### config.mk
export PLATFORM = sky130hd
export DESIGN_NAME = idg_top
export DESIGN_NICKNAME = d
export VERILOG_FILES = /design/src/verilog/idg_pkg.sv /design/src/verilog/idg_gate_if.sv /design/src/verilog/idg_ser_gate.sv /design/src/verilog/idg_par_gate.sv /design/src/verilog/idg_top.sv
export VERILOG_INCLUDE_DIRS = /design/src /design/src/verilog
export SDC_FILE = /design/constraint.sdc
export NUM_CORES = 1
export LEC_CHECK = 0
export BUFFER_PORTS_ARGS = -buffer_cell sky130_fd_sc_hd__buf_4
export CORE_UTILIZATION = 41
export DETAILED_ROUTE_END_ITERATION = 6
export PLACE_DENSITY = 0.68
export SKIP_LAST_GASP = 1
export SYNTH_ARGS = -nofsm -noshare
export SYNTH_HDL_FRONTEND = slang
export SYNTH_SLANG_ARGS = --single-unit
### constraint.sdc
create_clock -name clk_sys -period 2.1 [get_ports clk_sys]
set_input_delay 0.105 -clock clk_sys [delete_from_list [all_inputs] [get_ports clk_sys]]
set_output_delay 0.105 -clock clk_sys [all_outputs]
set_load 0.05 [all_outputs]
### src/verilog/idg_defines.svh
// Offsets, field positions, reset values and limits of the request gating block.
// Assumes inclusion by bare name from files under verilog/.
`ifndef IDG_DEFINES_SVH
`define IDG_DEFINES_SVH

// ==========================================================================
// Register map, per logical device (8-bit address: device in [7:4])
`define IDG_DEV_SER        4'h0
`define IDG_DEV_PAR        4'h1
`define IDG_REG_ACT        3'h0
`define IDG_REG_BASE_LO    3'h1
`define IDG_REG_BASE_HI    3'h2
`define IDG_REG_IRQSEL     3'h3
`define IDG_REG_DMASEL     3'h4
`define IDG_REG_DEVA       3'h5
`define IDG_REG_DEVB       3'h6
`define IDG_REG_DEVC       3'h7

// ==========================================================================
// Global registers
`define IDG_REG_STAT       8'h20
`define IDG_REG_CLR        8'h21
`define IDG_REG_EN         8'h22
`define IDG_REG_LIVE       8'h23

// ==========================================================================
// Field positions
`define IDG_ACT_BIT        0
`define IDG_MODEM_GATE_BIT 2
`define IDG_ENGINE_DMA_BIT 0
`define IDG_PORT_IRQ_BIT   4
`define IDG_ECR_DMA_BIT    3
`define IDG_ECR_MODE_LSB   5
`define IDG_PMODE_LSB      0

// ==========================================================================
// Reset values and limits
`define IDG_RST_REG        8'h00
`define IDG_RST_DMASEL     8'h04
`define IDG_IRQSEL_NONE    4'h0
`define IDG_DMASEL_NONE    3'h4
`define IDG_BASE_MIN       16'h0100
`define IDG_BASE_MAX       16'h0FF8

`endif

### src/verilog/idg_pkg.sv
// Types shared by the request gating block.
// Assumes idg_defines.svh is compiled alongside.
`default_nettype none

package idg_pkg;

  // ========================================================================
  // Parallel port operating modes
  typedef enum logic [1:0] {
    IDG_STANDARD_PRINTER_MODE = 2'h0,
    IDG_ENHANCED_PRINTER_MODE = 2'h1,
    IDG_EXT_CAPABILITY_MODE   = 2'h2
  } idg_pmode_e;

  // Mode field of the extended control register
  typedef enum logic [2:0] {
    IDG_ECR_PRINTER  = 3'h0,
    IDG_ECR_STANDARD = 3'h1,
    IDG_ECR_FIFO     = 3'h2,
    IDG_ECR_EXTCAP   = 3'h3,
    IDG_ECR_ENHANCED = 3'h4,
    IDG_ECR_RES     = 3'h5,
    IDG_ECR_TEST    = 3'h6,
    IDG_ECR_CONFIG  = 3'h7
  } idg_ecr_mode_e;

  // ========================================================================
  // Whole state of the top module
  typedef struct packed {
    logic [1:0][7:0][7:0] cfg;
    logic [7:0]           stat;
    logic [7:0]           en;
    logic [7:0]           rdData;
    logic [15:0]          irqOut;
    logic [15:0]          irqOe;
    logic [3:0]           dmaOut;
    logic [3:0]           prevLive;
    logic [3:0]           prevBlocked;
  } idg_state_s;

endpackage : idg_pkg

`default_nettype wire

### src/verilog/idg_gate_if.sv
// Carrier between the top and a device-level gate: device registers out, enables back.
// Assumes one instance per logical device.
`timescale 1ns/1ps
`default_nettype none

interface idg_gate_if;
  logic [7:0] regA;
  logic [7:0] regB;
  logic [7:0] regC;
  logic       irqEn;
  logic       dmaOk;

  modport cfg  (output regA, output regB, output regC, input irqEn, input dmaOk);
  modport gate (input regA, input regB, input regC, output irqEn, output dmaOk);
endinterface : idg_gate_if

`default_nettype wire

### src/verilog/idg_ser_gate.sv
// Device-level gate of the second serial port.
// Assumes regA is the modem control register and regB the engine config register B.
`timescale 1ns/1ps
`default_nettype none
`include "idg_defines.svh"

module idg_ser_gate
  import idg_pkg::*;
(
  // Device registers and enables
  idg_gate_if.gate gif
);

  // ========================================================================
  // Enables
  always_comb begin
    gif.irqEn = gif.regA[`IDG_MODEM_GATE_BIT];
    gif.dmaOk = gif.regB[`IDG_ENGINE_DMA_BIT];
  end

endmodule : idg_ser_gate

`default_nettype wire

### src/verilog/idg_par_gate.sv
// Device-level gate of the parallel port.
// Assumes regA is the control port, regB the extended control register, regC the mode.
`timescale 1ns/1ps
`default_nettype none
`include "idg_defines.svh"

module idg_par_gate
  import idg_pkg::*;
(
  // Device registers and enables
  idg_gate_if.gate gif
);

  idg_pmode_e    pmode;
  idg_ecr_mode_e ecrMode;
  logic          portIrqOn;

  // ========================================================================
  // Enables
  always_comb begin
    pmode   = idg_pmode_e'(gif.regC[`IDG_PMODE_LSB +: 2]);
    ecrMode = idg_ecr_mode_e'(gif.regB[`IDG_ECR_MODE_LSB +: 3]);
    portIrqOn = gif.regA[`IDG_PORT_IRQ_BIT];
    gif.irqEn = 1'b0;
    gif.dmaOk = 1'b0;
    if (pmode == IDG_EXT_CAPABILITY_MODE) begin
      gif.dmaOk = gif.regB[`IDG_ECR_DMA_BIT];
      unique case (ecrMode)
        IDG_ECR_FIFO, IDG_ECR_EXTCAP, IDG_ECR_TEST: begin
          gif.irqEn = 1'b1;
        end
        IDG_ECR_PRINTER, IDG_ECR_STANDARD, IDG_ECR_ENHANCED, IDG_ECR_RES, IDG_ECR_CONFIG: begin
          gif.irqEn = portIrqOn;
        end
      endcase
    end else begin
      // Printer modes have no DMA path; also covers the unused mode code
      gif.irqEn = portIrqOn;
    end
  end

endmodule : idg_par_gate

`default_nettype wire

### src/verilog/idg_top.sv
// Interrupt and DMA request gating for the second serial port and the parallel port.
// Assumes raw requests come from logic on clk_sys; pins are resolved outside.
//
// What this block does
// - The serial port interrupt floats whenever the modem gate bit of its modem control register is 0.
// - The serial port DMA channel is off while engine config register B bit 0 is 0 and on when it is 1.
// - In standard and enhanced printer modes the parallel interrupt floats while its enable bit D4 is 0.
// - In extended capability operation parallel DMA is gated at device level only by the extended DMA enable bit, whatever the mode field.
// - Parallel interrupt follows its enable bit in modes 000,001,100,101,111 and is always on in 010,011,110.
// - A device's own disabling bits each suppress one output: one its interrupt output, the other its DMA requests.
// - Deactivation, a base address out of range, interrupt select 0 or DMA select 4 also suppress them.
// - DMA select values 0 to 3 pick channels 0 to 3 and values 4 to 7 mean no channel.
`timescale 1ns/1ps
`default_nettype none
`include "idg_defines.svh"

module idg_top
  import idg_pkg::*;
#(
  parameter int IRQ_LINES = 15,
  parameter int DMA_CHANS = 4
) (
  // Clock and reset
  input  wire logic        clk_sys,
  input  wire logic        rst_n,
  // Register port
  input  wire logic [7:0]  regAddr,
  input  wire logic [7:0]  regWrData,
  input  wire logic        regWr,
  input  wire logic        regRd,
  output logic      [7:0]  regRdData,
  // Raw requests from the port logic
  input  wire logic        serIrqReq,
  input  wire logic        serDmaReq,
  input  wire logic        parIrqReq,
  input  wire logic        parDmaReq,
  // Interrupt pins, driven while Oe is high
  output logic      [15:0] irqPinOut,
  output logic      [15:0] irqPinOe,
  // DMA request lines per channel
  output logic      [3:0]  dmaReqLine,
  // Block interrupt
  output logic             irq
);

  // ========================================================================
  // Elaboration checks
  generate
    if (IRQ_LINES < 1 || IRQ_LINES > 15) begin : gBadIrq
      $error("IRQ_LINES must be 1 to 15");
    end
    if (DMA_CHANS < 1 || DMA_CHANS > 4) begin : gBadDma
      $error("DMA_CHANS must be 1 to 4");
    end
  endgenerate

  localparam int NUM_DEV = 2;

  // ========================================================================
  // Reset image
  function automatic idg_state_s rstState();
    idg_state_s s;
    s = '0;
    for (int d = 0; d < NUM_DEV; d++) begin
      for (int r = 0; r < 8; r++) begin
        s.cfg[d][r] = `IDG_RST_REG;
      end
      s.cfg[d][`IDG_REG_DMASEL] = `IDG_RST_DMASEL;
    end
    s.en = `IDG_RST_REG;
    return s;
  endfunction : rstState

  idg_state_s s_r;
  idg_state_s s_nxt;

  // ========================================================================
  // Device-level gates
  idg_gate_if serIf ();
  idg_gate_if parIf ();

  assign serIf.regA = s_r.cfg[0][`IDG_REG_DEVA];
  assign serIf.regB = s_r.cfg[0][`IDG_REG_DEVB];
  assign serIf.regC = s_r.cfg[0][`IDG_REG_DEVC];
  assign parIf.regA = s_r.cfg[1][`IDG_REG_DEVA];
  assign parIf.regB = s_r.cfg[1][`IDG_REG_DEVB];
  assign parIf.regC = s_r.cfg[1][`IDG_REG_DEVC];

  idg_ser_gate uSer (
    .gif (serIf.gate)
  );

  idg_par_gate uPar (
    .gif (parIf.gate)
  );

  // ========================================================================
  // Next state
  logic [NUM_DEV-1:0] devIrqEn;
  logic [NUM_DEV-1:0] devDmaEn;
  logic [NUM_DEV-1:0] rawIrq;
  logic [NUM_DEV-1:0] rawDma;

  assign devIrqEn = {parIf.irqEn, serIf.irqEn};
  assign devDmaEn = {parIf.dmaOk, serIf.dmaOk};
  assign rawIrq   = {parIrqReq, serIrqReq};
  assign rawDma   = {parDmaReq, serDmaReq};

  always_comb begin
    logic [NUM_DEV-1:0] irqDrive;
    logic [NUM_DEV-1:0] dmaDrive;
    logic [3:0]         live;
    logic [3:0]         blocked;
    logic [7:0]         setMask;
    logic [7:0]         clrMask;
    logic [15:0]        base;
    logic               baseOk;
    logic               act;
    logic [3:0]         irqSel;
    logic [2:0]         dmaSel;
    logic [2:0]         regIdx;
    logic [3:0]         devIdx;
    irqDrive = '0;
    dmaDrive = '0;
    live     = '0;
    blocked  = '0;
    setMask  = '0;
    clrMask  = '0;
    base     = '0;
    baseOk   = 1'b0;
    act      = 1'b0;
    irqSel   = '0;
    dmaSel   = '0;
    regIdx   = regAddr[2:0];
    devIdx   = regAddr[7:4];
    s_nxt    = s_r;

    // Configuration-level and device-level enables combine as one AND
    for (int d = 0; d < NUM_DEV; d++) begin
      base   = {s_r.cfg[d][`IDG_REG_BASE_HI], s_r.cfg[d][`IDG_REG_BASE_LO]};
      baseOk = (base >= `IDG_BASE_MIN) && (base <= `IDG_BASE_MAX);
      act    = s_r.cfg[d][`IDG_REG_ACT][`IDG_ACT_BIT];
      irqSel = s_r.cfg[d][`IDG_REG_IRQSEL][3:0];
      dmaSel = s_r.cfg[d][`IDG_REG_DMASEL][2:0];
      irqDrive[d] = act && baseOk && (irqSel != `IDG_IRQSEL_NONE)
                    && devIrqEn[d];
      dmaDrive[d] = act && baseOk && (dmaSel < `IDG_DMASEL_NONE)
                    && devDmaEn[d];
      live[2*d]      = irqDrive[d] && rawIrq[d];
      live[2*d+1]    = dmaDrive[d] && rawDma[d];
      blocked[2*d]   = !irqDrive[d] && rawIrq[d];
      blocked[2*d+1] = !dmaDrive[d] && rawDma[d];
    end

    // Pins: a line floats unless some enabled device selects it
    s_nxt.irqOut = '0;
    s_nxt.irqOe  = '0;
    s_nxt.dmaOut = '0;
    for (int d = 0; d < NUM_DEV; d++) begin
      irqSel = s_r.cfg[d][`IDG_REG_IRQSEL][3:0];
      dmaSel = s_r.cfg[d][`IDG_REG_DMASEL][2:0];
      for (int n = 1; n <= IRQ_LINES; n++) begin
        if (irqDrive[d] && irqSel == 4'(n)) begin
          s_nxt.irqOe[n]  = 1'b1;
          s_nxt.irqOut[n] = s_nxt.irqOut[n] | rawIrq[d];
        end
      end
      for (int c = 0; c < DMA_CHANS; c++) begin
        if (dmaDrive[d] && rawDma[d] && dmaSel == 3'(c)) begin
          s_nxt.dmaOut[c] = 1'b1;
        end
      end
    end

    // Register writes
    if (regWr) begin
      if (devIdx < 4'(NUM_DEV)) begin
        if (regIdx == `IDG_REG_ACT) begin
          s_nxt.cfg[devIdx[0]][regIdx] = {7'h00, regWrData[`IDG_ACT_BIT]};
        end else if (regIdx == `IDG_REG_IRQSEL) begin
          s_nxt.cfg[devIdx[0]][regIdx] = {4'h0, regWrData[3:0]};
        end else if (regIdx == `IDG_REG_DMASEL) begin
          s_nxt.cfg[devIdx[0]][regIdx] = {5'h00, regWrData[2:0]};
        end else begin
          s_nxt.cfg[devIdx[0]][regIdx] = regWrData;
        end
      end else if (regAddr == `IDG_REG_CLR) begin
        clrMask = regWrData;
      end else if (regAddr == `IDG_REG_EN) begin
        s_nxt.en = regWrData;
      end
    end

    // Sticky events: delivered request rising, refused request rising
    setMask = {blocked & ~s_r.prevBlocked, live & ~s_r.prevLive};
    s_nxt.stat        = (s_r.stat & ~clrMask) | setMask; // Set beats a same-cycle clear
    s_nxt.prevLive    = live;
    s_nxt.prevBlocked = blocked;

    // Read data stands for exactly the cycle after the strobe
    s_nxt.rdData = 8'h00;
    if (regRd) begin
      if (devIdx < 4'(NUM_DEV)) begin
        s_nxt.rdData = s_r.cfg[devIdx[0]][regIdx];
      end else if (regAddr == `IDG_REG_STAT) begin
        s_nxt.rdData = s_r.stat;
      end else if (regAddr == `IDG_REG_EN) begin
        s_nxt.rdData = s_r.en;
      end else if (regAddr == `IDG_REG_LIVE) begin
        s_nxt.rdData = {dmaDrive[1], irqDrive[1], dmaDrive[0], irqDrive[0], live};
      end
    end
  end

  // ========================================================================
  // State register
  always_ff @(posedge clk_sys or negedge rst_n) begin
    if (!rst_n) begin
      s_r <= rstState();
    end else begin
      s_r <= s_nxt;
    end
  end

  // ========================================================================
  // Outputs
  assign regRdData  = s_r.rdData;
  assign irqPinOut  = s_r.irqOut;
  assign irqPinOe   = s_r.irqOe;
  assign dmaReqLine = s_r.dmaOut;
  assign irq        = |(s_r.stat & s_r.en);

endmodule : idg_top

`default_nettype wire

==> flow_summary.json <==
{
  "grt_start_max_net_pins": 64,
  "h-tree-depth": 4,
  "slowest_delay_ns": 0.42,
  "cts_root_buffer": "clkbuf_16",
  "ctsLongestPathBuffers": 2,
  "clkLatencyLatePin_ns": 0.43,
  "grt_usage": 0.215,
  "reg2reg_depth": 5,
  "rsz0062_at_grt": "yes",
  "maxCapViolCount": 0,
  "hold_end": "irqPinOut[8]",
  "clock_power_share": 0.392,
  "path_clk_slew_ns": 0.07,
  "worstSetupEndpointType": "flip-flop",
  "worstPathArrival_ns": 2.34,
  "fillers": 1864,
  "cts_made_buffers": 17,
  "nNetsFinal": 776,
  "reg2reg_slack_ns": 0.06,
  "fin_util": 0.486,
  "drv_slew": 0,
  "slew_headroom": 0.390,
  "dp.cells": 1000,
  "p_sw_mw": 2.01,
  "wl_per_cell_um": 22.0,
  "tightest_slew_ns": 0.905,
  "reg2reg_to": "irqPinOe[13]",
  "status": "finished clean",
  "syn-cell-area_sq_um": 8980,
  "cts_tree": "built",
  "setup_violations": 0,
  "switching_share": 0.253,
  "critPathMaxFanout": 16,
  "intPower_mw": 5.92,
  "multi_input_area_sq_um": 3620,
  "synth-seq-cells": 194,
  "drtPass1Iterations": 5,
  "die-width_um": 150,
  "hold_ws_ns": 0.0281,
  "synth-warning-count": 0,
  "hp-start": "parIrqReq",
  "synth_cells": 702,
  "die_area_sq_um": 22500,
  "async_flop_share": 1.00,
  "crit_type": "flip-flop to flip-flop",
  "drcViolationCount": 0,
  "p_per_area_nw_per_um2": 769,
  "cp-start-kind": "flip-flop",
  "via_per_inst": 5.83,
  "vias": 6065,
  "synth_cell_types": 54,
  "overflow": 0,
  "p_leak_nw": 4.77,
  "pwr-share-comb": 0.101,
  "boundaryPins": 69,
  "num_rows": 53,
  "grt_pass1_vias": 6002,
  "start_util": 0.423,
  "synth_edf_count": 0,
  "clock.fmax_mhz": 490,
  "place_congestion": 0.983,
  "ys_seq_area_frac": 0.541,
  "route.final.wire_length_um": 22900,
  "regArea_sq_um": 4860,
  "port_buffers": 66,
  "crit_chain": "nor4_4, nand3_1, a2111o_1, buf_4, o32ai_1",
  "cpMaxStageDelayCell": "dfrtp_1",
  "min_period_over_period": 0.972,
  "hp-class": "input port to flip-flop",
  "cts_sinks": 194,
  "reg2reg_from": "s_r[154]",
  "fin_cells": 1040,
  "final_layout_size_suffix_gt1_frac": 0.365,
  "stdcell_area_sq_um": 10300,
  "finalCriticalPeriod_ns": 2.04,
  "coreArea_sq_um": 21200,
  "hold_viol": 0,
  "antenna_found_initial": 1,
  "synth_ff_type": "dfrtp_1",
  "pwr-share-seq": 0.507,
  "ant_nets": 0,
  "grt_first_pass_wirelength_um": 35400,
  "syn_to_final_growth_pct": 14.8,
  "worst_ep_required_time_ns": 2.40,
  "die_h_um": 150,
  "drtIter0Drc": 398,
  "vdd_ir_drop_max_mv": 0.438,
  "avgSynthCellArea_sq_um": 12.8,
  "antenna_cells": 0,
  "place_hpwl_um": 16100,
  "skew_ns": 0.00877,
  "min_path_cells": 3,
  "dpl_cell_area_sq_um": 9640
}
==> worst max-delay path: cells and delay by family (launching register included) <==
family	cells	cell delay, ns
buffers and inverters	1	0.20
and+or+nand+nor	2	0.50
AOI/OAI and AO/OA	2	0.79
DFF	1	0.42
==> worst max-delay path by stage <==
stage,to,slack [ns],from
after global placement,irqPinOe[11],0.13,s_r[154]
final,irqPinOe[13],0.06,s_r[154]
after global routing,irqPinOut[7],-0.02,s_r[90]
after floorplan,irqPinOe[10],0.26,s_r[154]
after CTS,irqPinOe[13],0.04,s_r[154]
after detailed placement,irqPinOut[7],0.06,s_r[90]
==> synthesized netlist by cell type, types with 5 or more instances <==
| cell type | instances | area (sq um) |
|---|---|---|
| clkbuf_1 | 17 | 63.8 |
| nand3b_1 | 5 | 37.5 |
| nand3_1 | 19 | 95.1 |
| o32ai_1 | 15 | 131 |
| nor3_2 | 7 | 70.1 |
| nand2_1 | 51 | 191 |
| buf_4 | 45 | 338 |
| a31oi_1 | 6 | 37.5 |
| mux4_2 | 32 | 721 |
| and2_1 | 23 | 144 |
| nor2_1 | 9 | 33.8 |
| a221o_1 | 8 | 80.1 |
| o22ai_1 | 20 | 125 |
| dfrtp_1 | 192 | 4800 |
| a22oi_1 | 22 | 165 |
| nor3_1 | 5 | 25.0 |
| inv_1 | 12 | 45.0 |
| nor2b_1 | 21 | 131 |
| mux2_2 | 91 | 1020 |
| o21ai_0 | 19 | 95.1 |
| buf_2 | 14 | 70.1 |
| nand2b_1 | 11 | 68.8 |
==> sequential cells by signal, indices dropped and copies added, names as in the netlist <==
name	flops
serIf.regB	8
dmaReqLine	4
parIf.regC	8
s_r	104
regRdData	8
parIf.regA	8
serIf.regA	8
irqPinOe	15
irqPinOut	15
serIf.regC	8
parIf.regB	8
==> power by group through the flow <==
| stage | clock network (mW) | logic, mW | registers (mW) |
|---|---|---|---|
| 6_report | 3.11 | 0.802 | 4.02 |
| 5_1_grt | 3.31 | 0.867 | 4.03 |
| 4_1_cts | 3.15 | 0.796 | 4.01 |
| 3_5_place_dp | 0 | 0.783 | 4.08 |
| 3_3_place_gp | 0 | 0.774 | 4.07 |
| 2_1_floorplan | 0 | 0.479 | 4.04 |
==> cells in the final DEF, fill, tap and decap left out, drive strengths merged, types with 4 or more instances in the layout <==
| cell | Yosys | final |
|---|---|---|
| a221o | 8 | 8 |
| a22oi | 22 | 22 |
| a31oi | 6 | 6 |
| and2 | 23 | 23 |
| buf | 62 | 102 |
| clkbuf | 18 | 22 |
| clkinv | 1 | 7 |
| dfrtp | 192 | 192 |
| dlygate4sd3 | 0 | 7 |
| inv | 12 | 14 |
| mux2 | 91 | 91 |
| mux4 | 32 | 32 |
| nand2 | 51 | 51 |
| nand2b | 11 | 11 |
| nand3 | 19 | 19 |
| nand3b | 6 | 6 |
| nand4 | 4 | 4 |
| nor2 | 10 | 10 |
| nor2b | 21 | 21 |
| nor3 | 13 | 13 |
| nor4 | 5 | 5 |
| o21ai | 19 | 19 |
| o22ai | 20 | 20 |
| o32ai | 15 | 15 |
| or2 | 5 | 5 |
| or3 | 5 | 5 |
==> through the flow <==
stage,power (mW),TNS (ns),worst slack [ns]
2_1_floorplan,4.52,0,0.258
3_3_place_gp,4.85,0,0.127
3_5_place_dp,4.86,0,0.0589
4_1_cts,7.96,0,0.0362
5_1_grt,8.20,-0.0296,-0.0151
6_report,7.93,0,0.0586
==> per-layer routing <==
layer  GRT usage  wire length [um]  up-vias  part of all wire
li1            -                 -     2639                 -
met3      0.0470              1730       32             0.075
met1       0.311             10400     3119              0.45
met2       0.321             10400      273              0.45
met4      0.0662               401        2             0.017
met5           0                12        -           0.00052
==> layout make-up <==
| cell class | instances | share of cell area |
|---|---|---|
| Clock buffer | 21 | 0.0437 |
| Clock inverter | 11 | 0.0101 |
| Inverter | 13 | 0.00473 |
| Multi-Input combinational cell | 416 | 0.351 |
| Sequential cell | 194 | 0.471 |
| Tap cell | 275 | 0.0334 |
| Timing Repair Buffer | 110 | 0.0860 |
==> kinds of logic after synthesis <==
family | synth area share
AND/OR/NAND/NOR | 0.119
buffers and inverters | 0.0606
flip-flops | 0.541
other | 0.000418
multiplexers | 0.194
AO/OA/AOI/OAI | 0.0844
==> what timing repair did <==
item | 4_1_cts | 5_1_grt
buffers inserted | 0 | 1
endpoints found under the hold margin | 59 | 0
hold buffers | 7 | 0
gates resized for setup | 0 | 6
endpoints found under the setup margin | 0 | 27
No activity file was read; power rests on OpenSTA's default activity.
